$ cat src/rtl/mpr_pkg.sv
package mpr_pkg;

  // Transfer encoding of the region registers
  localparam logic [3:0] COPROC_SYS         = 4'hf;
  localparam logic [3:0] CRN_REGION         = 4'h6;
  localparam logic [2:0] OPC1_SEL           = 3'h0;
  localparam logic [3:0] CRM_SEL            = 4'h3;
  localparam logic [2:0] OPC2_LIMIT_SEL     = 3'h1;
  localparam logic [1:0] OPC1_NUM_PREFIX    = 2'h0;
  localparam logic       CRM_NUM_PREFIX     = 1'b1;
  localparam logic [1:0] OPC2_BASE_SUFFIX   = 2'h0;
  localparam logic [1:0] OPC2_LIMIT_SUFFIX  = 2'h1;
  localparam int         DIRECT_REGIONS     = 32;

  // Privilege level of the requester
  localparam logic [1:0] LVL_UNPRIV         = 2'h0;
  localparam logic [1:0] LVL_KERNEL         = 2'h1;
  localparam logic [1:0] LVL_HYP            = 2'h2;

  // Field layout of base and limit registers
  localparam int         ADDR_LSB           = 6;
  localparam logic [5:0] LIMIT_LOW_FILL     = 6'h3f;
  localparam logic [5:0] BASE_LOW_FILL      = 6'h00;
  localparam logic [31:0] BASE_KEEP_MASK    = 32'hffffffdf;
  localparam logic [31:0] LIMIT_KEEP_MASK   = 32'hffffffcf;
  localparam int         XN_BIT             = 0;
  localparam int         AP_LSB             = 1;
  localparam int         EN_BIT             = 0;
  localparam int         ATTR_LSB           = 1;
  localparam int         ATTR_SLOT_W        = 8;
  localparam logic       EN_RESET           = 1'b0;

  // Permission field encodings
  localparam logic [1:0] AP_KRW_UNONE       = 2'h0;
  localparam logic [1:0] AP_KRW_URW         = 2'h1;
  localparam logic [1:0] AP_KRO_UNONE       = 2'h2;
  localparam logic [1:0] AP_KRO_URO         = 2'h3;

endpackage

$ cat src/rtl/mpr_decode.sv
`timescale 1ns/1ps
module mpr_decode
#(
  parameter int NUM_REGIONS = 16
)
(
  // Transfer encoding
  input  wire logic [3:0] coproc,
  input  wire logic [2:0] opc1,
  input  wire logic [3:0] crn,
  input  wire logic [3:0] crm,
  input  wire logic [2:0] opc2,
  // Decode result
  output logic            is_base_num,
  output logic            is_limit_num,
  output logic            is_limit_sel,
  output logic [4:0]      num_index,
  output logic            num_alloc
);

  logic       space_hit;
  logic       num_shape;

  // Index gathered from opc1, CRm and opc2 bits
  assign space_hit    = (coproc == mpr_pkg::COPROC_SYS)
                        && (crn == mpr_pkg::CRN_REGION); // RULE2 RULE3
  assign num_shape    = (opc1[2:1] == mpr_pkg::OPC1_NUM_PREFIX)
                        && (crm[3] == mpr_pkg::CRM_NUM_PREFIX);
  assign num_index    = {opc1[0], crm[2:0], opc2[2]};
  assign is_base_num  = space_hit && num_shape
                        && (opc2[1:0] == mpr_pkg::OPC2_BASE_SUFFIX); // RULE2
  assign is_limit_num = space_hit && num_shape
                        && (opc2[1:0] == mpr_pkg::OPC2_LIMIT_SUFFIX); // RULE3
  assign is_limit_sel = space_hit && (opc1 == mpr_pkg::OPC1_SEL) && (crm == mpr_pkg::CRM_SEL)
                        && (opc2 == mpr_pkg::OPC2_LIMIT_SEL); // RULE16

  // Numbered encodings past the implemented count are unallocated
  assign num_alloc    = (int'(num_index) < NUM_REGIONS); // RULE4 RULE15

endmodule

$ cat src/rtl/mpr_match.sv
`timescale 1ns/1ps
module mpr_match
#(
  parameter int NUM_REGIONS = 16
)
(
  // Region programming
  input  wire logic [NUM_REGIONS-1:0][31:0] base,
  input  wire logic [NUM_REGIONS-1:0][31:0] limit,
  // Address under test
  input  wire logic [31:0]                  addr,
  output logic      [NUM_REGIONS-1:0]       hit
);

  // One comparator pair per region; bounds are inclusive at both ends
  genvar g;
  generate
    for (g = 0; g < NUM_REGIONS; g++)
    begin : g_region
      logic [31:0] lo;
      logic [31:0] hi;
      assign lo     = {base[g][31:mpr_pkg::ADDR_LSB], mpr_pkg::BASE_LOW_FILL}; // RULE17
      assign hi     = {limit[g][31:mpr_pkg::ADDR_LSB], mpr_pkg::LIMIT_LOW_FILL}; // RULE11
      assign hit[g] = limit[g][mpr_pkg::EN_BIT] && (addr >= lo) && (addr <= hi); // RULE19
    end
  endgenerate

endmodule

$ cat src/rtl/mpr_top.sv
// Overview of operation
// RULE1 - Permission field: 00 kernel rw, 01 all rw, 10 kernel ro, 11 all ro.
// RULE2 - Numbered base n sits at opc1 00:n[4], CRm 1:n[3:1], opc2 n[0]:00.
// RULE3 - Numbered limit n uses the same index formation in the region space.
// RULE4 - Numbered encodings at or past implemented region count are undefined.
// RULE5 - Kernel and hypervisor may access; unprivileged never; TRAP_GENERAL_EXCEPTIONS set leaves hypervisor.
// RULE6 - Kernel writes to region registers trap when write trap control is set.
// RULE7 - Kernel reads of region registers trap when read trap control is set.
// RULE8 - Kernel accesses to numbered registers trap when CRn-10 trap bit set.
// RULE9 - Kernel accesses to selected limit register trap when CRn-6 trap bit set.
// RULE10 - Selected limit register reaches the region named by the selector.
// RULE11 - Upper limit is limit field as bits 31:6 with 0x3F below.
// RULE12 - Attribute index 0-3 picks low indirection slots, 4-7 high slots.
// RULE13 - Bit 0 of each limit register enables region and resets to 0.
// RULE14 - Other fields stay unknown after reset; software programs them first.
// RULE15 - Direct numbered registers cover only the first 32 regions.
// RULE16 - Selected limit register decodes at opc1 000, CRm 0011, opc2 001.
// RULE17 - Lower base is base field as bits 31:6 with zeros below.
// RULE18 - Eight-bit selector picks region; software keeps it below region count.
// RULE19 - Address matches a region only when enabled and within inclusive bounds.
`timescale 1ns/1ps
module mpr_top
#(
  parameter int NUM_REGIONS = 16
)
(
  // Clock, reset, enable
  input  wire logic        CLOCK,
  input  wire logic        RST,
  input  wire logic        CE,
  // Coprocessor transfer request
  input  wire logic        REQ_VALID,
  input  wire logic        REQ_WRITE,
  input  wire logic [1:0]  REQ_LEVEL,
  input  wire logic [3:0]  REQ_COPROC,
  input  wire logic [2:0]  REQ_OPC1,
  input  wire logic [3:0]  REQ_CRN,
  input  wire logic [3:0]  REQ_CRM,
  input  wire logic [2:0]  REQ_OPC2,
  input  wire logic [31:0] REQ_WDATA,
  // Hypervisor controls and selector
  input  wire logic        TRAP_GENERAL_EXCEPTIONS,
  input  wire logic        TRAP_VM_WRITES,
  input  wire logic        TRAP_VM_READS,
  input  wire logic        CRN10_TRAP_BIT,
  input  wire logic        CRN6_TRAP_BIT,
  input  wire logic [7:0]  REGION_SELECTOR,
  // Attribute indirection registers
  input  wire logic [31:0] ATTRIBUTE_INDIRECTION_LOW,
  input  wire logic [31:0] ATTRIBUTE_INDIRECTION_HIGH,
  // Transfer answer
  output logic             RSP_VALID,
  output logic             RSP_UNDEF,
  output logic             RSP_TRAP,
  output logic [31:0]      RSP_RDATA,
  // Address lookup
  input  wire logic        CHK_VALID,
  input  wire logic [31:0] CHK_ADDR,
  output logic             CHK_DONE,
  output logic             CHK_HIT,
  output logic [7:0]       CHK_REGION,
  output logic             CHK_KERNEL_RD,
  output logic             CHK_KERNEL_WR,
  output logic             CHK_UNPRIV_RD,
  output logic             CHK_UNPRIV_WR,
  output logic             CHK_XN,
  output logic [7:0]       CHK_ATTR
);

  // Elaboration checks on the region count
  if (NUM_REGIONS < 1 || NUM_REGIONS > 256)
  begin : g_bad_count
    $error("NUM_REGIONS must lie in 1..256");
  end

  // Whole block state; region fields other than the enable have no reset
  typedef struct packed {
    logic [NUM_REGIONS-1:0][31:0] base;
    logic [NUM_REGIONS-1:0][31:0] limit;
    logic                         rsp_valid;
    logic                         rsp_undef;
    logic                         rsp_trap;
    logic [31:0]                  rsp_rdata;
    logic                         chk_done;
    logic                         chk_hit;
    logic [7:0]                   chk_region;
    logic                         chk_krd;
    logic                         chk_kwr;
    logic                         chk_urd;
    logic                         chk_uwr;
    logic                         chk_xn;
    logic [7:0]                   chk_attr;
  } mpr_state_t;

  // Registered state and its next value
  mpr_state_t             st_ff;
  mpr_state_t             nxt_st_ff;

  logic                   is_base_num;
  logic                   is_limit_num;
  logic                   is_limit_sel;
  logic [4:0]             num_index;
  logic                   num_alloc;
  logic [NUM_REGIONS-1:0] hit_vec;

  // Encoding decode of the transfer
  mpr_decode #(
    .NUM_REGIONS (NUM_REGIONS)
  ) u_decode (
    .coproc       (REQ_COPROC),
    .opc1         (REQ_OPC1),
    .crn          (REQ_CRN),
    .crm          (REQ_CRM),
    .opc2         (REQ_OPC2),
    .is_base_num  (is_base_num),
    .is_limit_num (is_limit_num),
    .is_limit_sel (is_limit_sel),
    .num_index    (num_index),
    .num_alloc    (num_alloc)
  );

  // Per-region address comparators
  mpr_match #(
    .NUM_REGIONS (NUM_REGIONS)
  ) u_match (
    .base  (st_ff.base),
    .limit (st_ff.limit),
    .addr  (CHK_ADDR),
    .hit   (hit_vec)
  );

  // Access outcome of the current request
  logic       any_reg;
  logic       sel_ok;
  logic       lvl_undef;
  logic       is_kernel;
  logic       trap_now;
  logic       undef_now;
  logic [7:0] tgt_index;
  logic       tgt_is_limit;
  logic       tgt_ok;

  always_comb
  begin
    any_reg   = is_base_num || is_limit_num || is_limit_sel;
    // Out-of-range selector is software's fault; treat as read zero, write ignored
    sel_ok    = (int'(REGION_SELECTOR) < NUM_REGIONS); // RULE18
    is_kernel = (REQ_LEVEL == mpr_pkg::LVL_KERNEL);
    // Unprivileged never; kernel level does not exist while TRAP_GENERAL_EXCEPTIONS is set
    lvl_undef = !((REQ_LEVEL == mpr_pkg::LVL_HYP)
                  || (is_kernel && !TRAP_GENERAL_EXCEPTIONS)); // RULE5
    undef_now = any_reg && (lvl_undef || ((is_base_num || is_limit_num) && !num_alloc)); // RULE4
    trap_now  = any_reg && !undef_now && is_kernel
                && ((REQ_WRITE && TRAP_VM_WRITES) // RULE6
                    || (!REQ_WRITE && TRAP_VM_READS) // RULE7
                    || ((is_base_num || is_limit_num) && CRN10_TRAP_BIT) // RULE8
                    || (is_limit_sel && CRN6_TRAP_BIT)); // RULE9
    // Target of the transfer; the selector path can reach past region 31
    tgt_is_limit = is_limit_num || is_limit_sel;
    if (is_limit_sel)
    begin
      tgt_index = REGION_SELECTOR; // RULE10
      tgt_ok    = sel_ok;
    end
    else
    begin
      tgt_index = {3'h0, num_index}; // RULE15
      tgt_ok    = num_alloc;
    end
  end

  // Lowest numbered matching region wins
  logic [7:0] win_idx;
  logic       win_hit;

  always_comb
  begin
    win_idx = 8'h00;
    win_hit = 1'b0;
    // Scan downward so the lowest index is written last
    for (int i = NUM_REGIONS - 1; i >= 0; i--)
    begin
      if (hit_vec[i])
      begin
        win_idx = 8'(i);
        win_hit = 1'b1;
      end
    end
  end

  // Attributes and permissions of the winning region
  logic [31:0] win_base;
  logic [31:0] win_limit;
  logic [2:0]  attr_sel;
  logic [31:0] attr_word;
  logic [1:0]  perm;
  logic        krd;
  logic        kwr;
  logic        urd;
  logic        uwr;

  always_comb
  begin
    // Plain mux over the regions; an eight-bit index never overruns the array
    win_base  = st_ff.base[0];
    win_limit = st_ff.limit[0];
    for (int i = 0; i < NUM_REGIONS; i++)
    begin
      if (win_idx == 8'(i))
      begin
        win_base  = st_ff.base[i];
        win_limit = st_ff.limit[i];
      end
    end
    attr_sel  = win_limit[mpr_pkg::ATTR_LSB +: 3];
    // Top index bit chooses the indirection register, low two bits the slot
    attr_word = attr_sel[2] ? ATTRIBUTE_INDIRECTION_HIGH : ATTRIBUTE_INDIRECTION_LOW; // RULE12
    perm      = win_base[mpr_pkg::AP_LSB +: 2];
    krd       = 1'b0;
    kwr       = 1'b0;
    urd       = 1'b0;
    uwr       = 1'b0;
    // Permission and execute-never live in the base word
    case (perm) // RULE1
      mpr_pkg::AP_KRW_UNONE:
      begin
        krd = 1'b1;
        kwr = 1'b1;
      end
      mpr_pkg::AP_KRW_URW:
      begin
        krd = 1'b1;
        kwr = 1'b1;
        urd = 1'b1;
        uwr = 1'b1;
      end
      mpr_pkg::AP_KRO_UNONE:
      begin
        krd = 1'b1;
      end
      mpr_pkg::AP_KRO_URO:
      begin
        krd = 1'b1;
        urd = 1'b1;
      end
      default:
      begin
        krd = 1'b0;
      end
    endcase
  end

  // Next state: register writes, transfer answer, lookup answer
  always_comb
  begin
    nxt_st_ff           = st_ff;
    nxt_st_ff.rsp_valid = REQ_VALID && any_reg;
    nxt_st_ff.rsp_undef = REQ_VALID && undef_now;
    nxt_st_ff.rsp_trap  = REQ_VALID && trap_now;
    nxt_st_ff.rsp_rdata = 32'h0000_0000;
    // Refused or trapped transfers leave every register untouched
    if (REQ_VALID && any_reg && !undef_now && !trap_now && tgt_ok)
    begin
      for (int i = 0; i < NUM_REGIONS; i++)
      begin
        if (tgt_index == 8'(i))
        begin
          if (REQ_WRITE && tgt_is_limit)
          begin
            nxt_st_ff.limit[i] = REQ_WDATA & mpr_pkg::LIMIT_KEEP_MASK; // RULE13
          end
          else if (REQ_WRITE)
          begin
            nxt_st_ff.base[i] = REQ_WDATA & mpr_pkg::BASE_KEEP_MASK;
          end
          else if (tgt_is_limit)
          begin
            nxt_st_ff.rsp_rdata = st_ff.limit[i];
          end
          else
          begin
            nxt_st_ff.rsp_rdata = st_ff.base[i];
          end
        end
      end
    end
    // Lookup answer, one cycle after the address
    nxt_st_ff.chk_done   = CHK_VALID;
    nxt_st_ff.chk_hit    = CHK_VALID && win_hit; // RULE19
    nxt_st_ff.chk_region = win_hit ? win_idx : 8'h00;
    nxt_st_ff.chk_krd    = CHK_VALID && win_hit && krd;
    nxt_st_ff.chk_kwr    = CHK_VALID && win_hit && kwr;
    nxt_st_ff.chk_urd    = CHK_VALID && win_hit && urd;
    nxt_st_ff.chk_uwr    = CHK_VALID && win_hit && uwr;
    nxt_st_ff.chk_xn     = CHK_VALID && win_hit && win_base[mpr_pkg::XN_BIT];
    // Attribute byte is zero on a miss so a stale slot never leaks out
    nxt_st_ff.chk_attr   = win_hit
                           ? attr_word[attr_sel[1:0] * mpr_pkg::ATTR_SLOT_W +: mpr_pkg::ATTR_SLOT_W]
                           : 8'h00;
    // Reset clears only enables and answers; addresses stay unknown by design
    if (RST)
    begin
      for (int i = 0; i < NUM_REGIONS; i++)
      begin
        nxt_st_ff.limit[i][mpr_pkg::EN_BIT] = mpr_pkg::EN_RESET; // RULE13 RULE14
      end
      nxt_st_ff.rsp_valid  = 1'b0;
      nxt_st_ff.rsp_undef  = 1'b0;
      nxt_st_ff.rsp_trap   = 1'b0;
      nxt_st_ff.rsp_rdata  = 32'h0000_0000;
      nxt_st_ff.chk_done   = 1'b0;
      nxt_st_ff.chk_hit    = 1'b0;
      nxt_st_ff.chk_region = 8'h00;
      nxt_st_ff.chk_krd    = 1'b0;
      nxt_st_ff.chk_kwr    = 1'b0;
      nxt_st_ff.chk_urd    = 1'b0;
      nxt_st_ff.chk_uwr    = 1'b0;
      nxt_st_ff.chk_xn     = 1'b0;
      nxt_st_ff.chk_attr   = 8'h00;
    end
  end

  // Reset acts even while the enable is low
  always_ff @(posedge CLOCK)
  begin
    if (CE || RST)
    begin
      st_ff <= nxt_st_ff;
    end
  end

  // Outputs straight from the state register
  assign RSP_VALID     = st_ff.rsp_valid;
  assign RSP_UNDEF     = st_ff.rsp_undef;
  assign RSP_TRAP      = st_ff.rsp_trap;
  assign RSP_RDATA     = st_ff.rsp_rdata;
  assign CHK_DONE      = st_ff.chk_done;
  assign CHK_HIT       = st_ff.chk_hit;
  assign CHK_REGION    = st_ff.chk_region;
  assign CHK_KERNEL_RD = st_ff.chk_krd;
  assign CHK_KERNEL_WR = st_ff.chk_kwr;
  assign CHK_UNPRIV_RD = st_ff.chk_urd;
  assign CHK_UNPRIV_WR = st_ff.chk_uwr;
  assign CHK_XN        = st_ff.chk_xn;
  assign CHK_ATTR      = st_ff.chk_attr;

endmodule

$ cat config.mk
export PLATFORM = sky130hd
export DESIGN_NAME = mpr_top
export DESIGN_NICKNAME = d
export VERILOG_FILES = /design/src/rtl/mpr_pkg.sv /design/src/rtl/mpr_decode.sv /design/src/rtl/mpr_match.sv /design/src/rtl/mpr_top.sv
export SDC_FILE = /design/constraint.sdc
export NUM_CORES = 2
export LEC_CHECK = 0
export BUFFER_PORTS_ARGS = -buffer_cell sky130_fd_sc_hd__clkbuf_2
export CAP_MARGIN = 0
export CORE_UTILIZATION = 60
export CTS_CLUSTER_DIAMETER = 80
export DETAILED_ROUTE_END_ITERATION = 10
export PLACE_DENSITY = 0.8
export REMOVE_ABC_BUFFERS = 1
export SYNTH_ARGS = -nofsm -noshare
export SYNTH_HDL_FRONTEND = slang
export SYNTH_SLANG_ARGS = --single-unit
export TNS_END_PERCENT = 30
$ cat constraint.sdc
create_clock -name CLOCK -period 11.36 [get_ports CLOCK]
set_input_delay 2.272 -clock CLOCK [delete_from_list [all_inputs] [get_ports CLOCK]]
set_output_delay 2.272 -clock CLOCK [all_outputs]
set_load 0.02 [all_outputs]
==> impl_metrics.toml <==
[run_status]
run_status = "finished, final reports clean"

[logic_synthesis]
synthXorXnorAreaFrac = 0
synth_flop_cell = "edfxtp_1"
yosys_warnings = 0
synthMuxAreaShare = 0.0577
synth_simple_gate_area_share = 0.0987
synth_common_cells = "edfxtp_1, inv_1, ha_1"
synth_area_leaders = "edfxtp_1, ha_1, mux2i_1, inv_1, a21oi_1"
syn_area_per_cell_um2 = 10.8
synth_top_area_frac = 0.490
synth_top_cell_by_area = "edfxtp_1"
syn_area_mm2 = 0.0630
synth_most_common_cell = "edfxtp_1"
synth_compound_area_frac = 0.121
yosysSeqAreaShare = 0.490
synth_adder_area_share = 0.165
synth-seq-cells = 1028
netlist_instances = 5812
synth-edff-count = 1028
async_reset_ff_frac = 0
synth_top_family_by_area = "adder cells"
synthDistinctLibCells = 93

[timing]
slew_viol_final = 0
fin_crit_ps = 9120
whs_ps = 683
setup_viol = 0
rsz0062_at_grt = "no"
worst_pin_slew_ps = 1390
slew_headroom = 0.0634
fmax_ghz = 0.110
finalClockSkew_ps = 24.2
fin_crit_sh = 0.803
hold_violations = 0

[layout]
area_growth_pct = 10.3
layout.cells.non_filler = 7497
drive_gt1_frac = 0.0916
seqCellArea_mm2 = 0.0309
final_net_count = 7019
fill_cells = 7736
multi_input_area_mm2 = 0.0282

[min_path]
hold_path.class = "flip-flop to flip-flop"

[setup_path]
crit_type = "input port to flip-flop"
cp-end-kind = "flip-flop"
crit_required_ps = 11800
crit_path_start_kind = "input port"
cp.arrival_ps = 9570
worstPathMaxFanout = 32

[clock_network]
cts_buffers = 111
cts_setup_buffers = 0
cts_sinks = 1028
clockBufferDepth = 3
path_clk_slew_ps = 60
cts-root-buf = "clkbuf_16"
cts_tree = "yes"
postCtsHoldBufs = 0
clk_latency_ps = 720
htree_levels = 3
ctsResizeCount = 0

[power]
p_leak_nw = 31.2
p_per_area_mw_per_mm2 = 127
total_power_mw = 8.82
ir_worst_vdd_mv = 0.140

[floorplanning]
fp.dieArea_mm2 = 0.106
row_count = 118
fp.coreArea_mm2 = 0.104
die_h_um = 326
io_pins = 225
die_w_um = 326
initial_core_util = 0.607

[placement]
placedCellCount = 7287
dpl.hpwl_um = 155000
io_buffers = 218
routabilityCongestion = 1.03

[global_routing]
grt_pass1_wl_um = 303000
overflow = 0
grt_use_total = 0.391
grt_max_degree = 110
antenna_found_initial = 8
grt_pass1_vias = 47700

[detailed_routing]
wl_per_cell_um = 28.2
drc = 0
finalWirelength_um = 211000
dr_total_vias = 49600
via_per_inst = 6.61
drtIter0Drc = 6371
drt_first_pass_iters = 7
drtAntennaViolNets = 0

[job]
cap_violations = 0
## sequential cells by signal, indices dropped and copies added (netlist names)
signal	count
CHK_ATTR	8
CHK_DONE	1
CHK_HIT	1
CHK_KERNEL_WR	1
CHK_REGION	4
CHK_UNPRIV_RD	1
CHK_UNPRIV_WR	1
CHK_XN	1
RSP_RDATA	31
RSP_TRAP	1
RSP_UNDEF	1
RSP_VALID	1
st_ff	976
## power by group
group | switching (mW) | internal, mW
logic | 0.585 | 0.284
clock network | 1.56 | 2.18
registers | 0.0131 | 4.20
total | 2.16 | 6.66
## worst max-delay path, stage by stage
cell	delay [ps]
clkbuf_2	560
ha_1	380
and4_1	210
a221oi_1	660
o31ai_1	380
a2111oi_0	1090
or3_1	350
o211ai_1	130
buf_4	210
nor2b_1	260
nor3_2	990
o31ai_1	180
a221o_1	390
a311oi_4	210
buf_4	450
mux2_2	400
a221o_1	350
## worst paths after layout
check / startpoint / endpoint / slack [ps] / depth (start not counted)
max: CHK_ADDR[23] / CHK_ATTR[3] / 2240 / 17
min: st_ff[1050] / CHK_XN / 680 / 2
max reg2reg: st_ff[717] / CHK_ATTR[3] / 4000 / 18
min reg2reg: st_ff[1050] / CHK_XN / 680 / 2
## cells by family (layout without fill, tap and decap cells)
kind of cell | count (synthesis) | count (layout)
DFF | 1028 | 1028
other | 1 | 7
buffers and inverters | 1077 | 1376
and+or+nand+nor | 1293 | 1293
muxes | 360 | 360
AOI/OAI and AO/OA | 1221 | 1221
adders and majority gates | 832 | 832
## stage by stage
step	cell area, µm²	setup TNS (ps)	utilization	worst slack [ps]
after floorplan	62100	-4054280	-	-7930
after global placement	65800	0	0.634	1900
after detailed placement	65800	0	0.634	1900
after CTS	69500	0	0.670	2620
after global routing	69500	0	0.670	2030
final	69500	0	0.670	2240
## final cells by class
cell class | instances | share of cell area
flip-flops and latches | 1028 | 0.444
multi-input cells | 3711 | 0.406
inverters | 869 | 0.0469
clock buffers | 131 | 0.0422
repair buffers | 299 | 0.0250
well taps | 1380 | 0.0248
clock inverters | 77 | 0.0110
diodes | 2 | 0.0000720
## layout by cell type (no fill, tap or decap), types with 79 or more instances in the layout
cell type,count
a21o_1,83
a21oi_1,450
clkbuf_16,115
clkbuf_2,218
edfxtp_1,1028
ha_1,832
inv_1,869
mux2i_1,341
nand2_1,529
nand3_1,87
nand4_1,146
nor2_1,171
nor4_1,79
o21ai_0,178
o22ai_1,165
## metal layers
metal,routed length [µm],share of wire,track usage
met1,79000,0.37,0.515
met2,91500,0.43,0.582
met3,27000,0.13,0.105
met4,13900,0.066,0.225
met5,23,0.00011,0
Note: power is estimated with default switching activity, not from simulation.
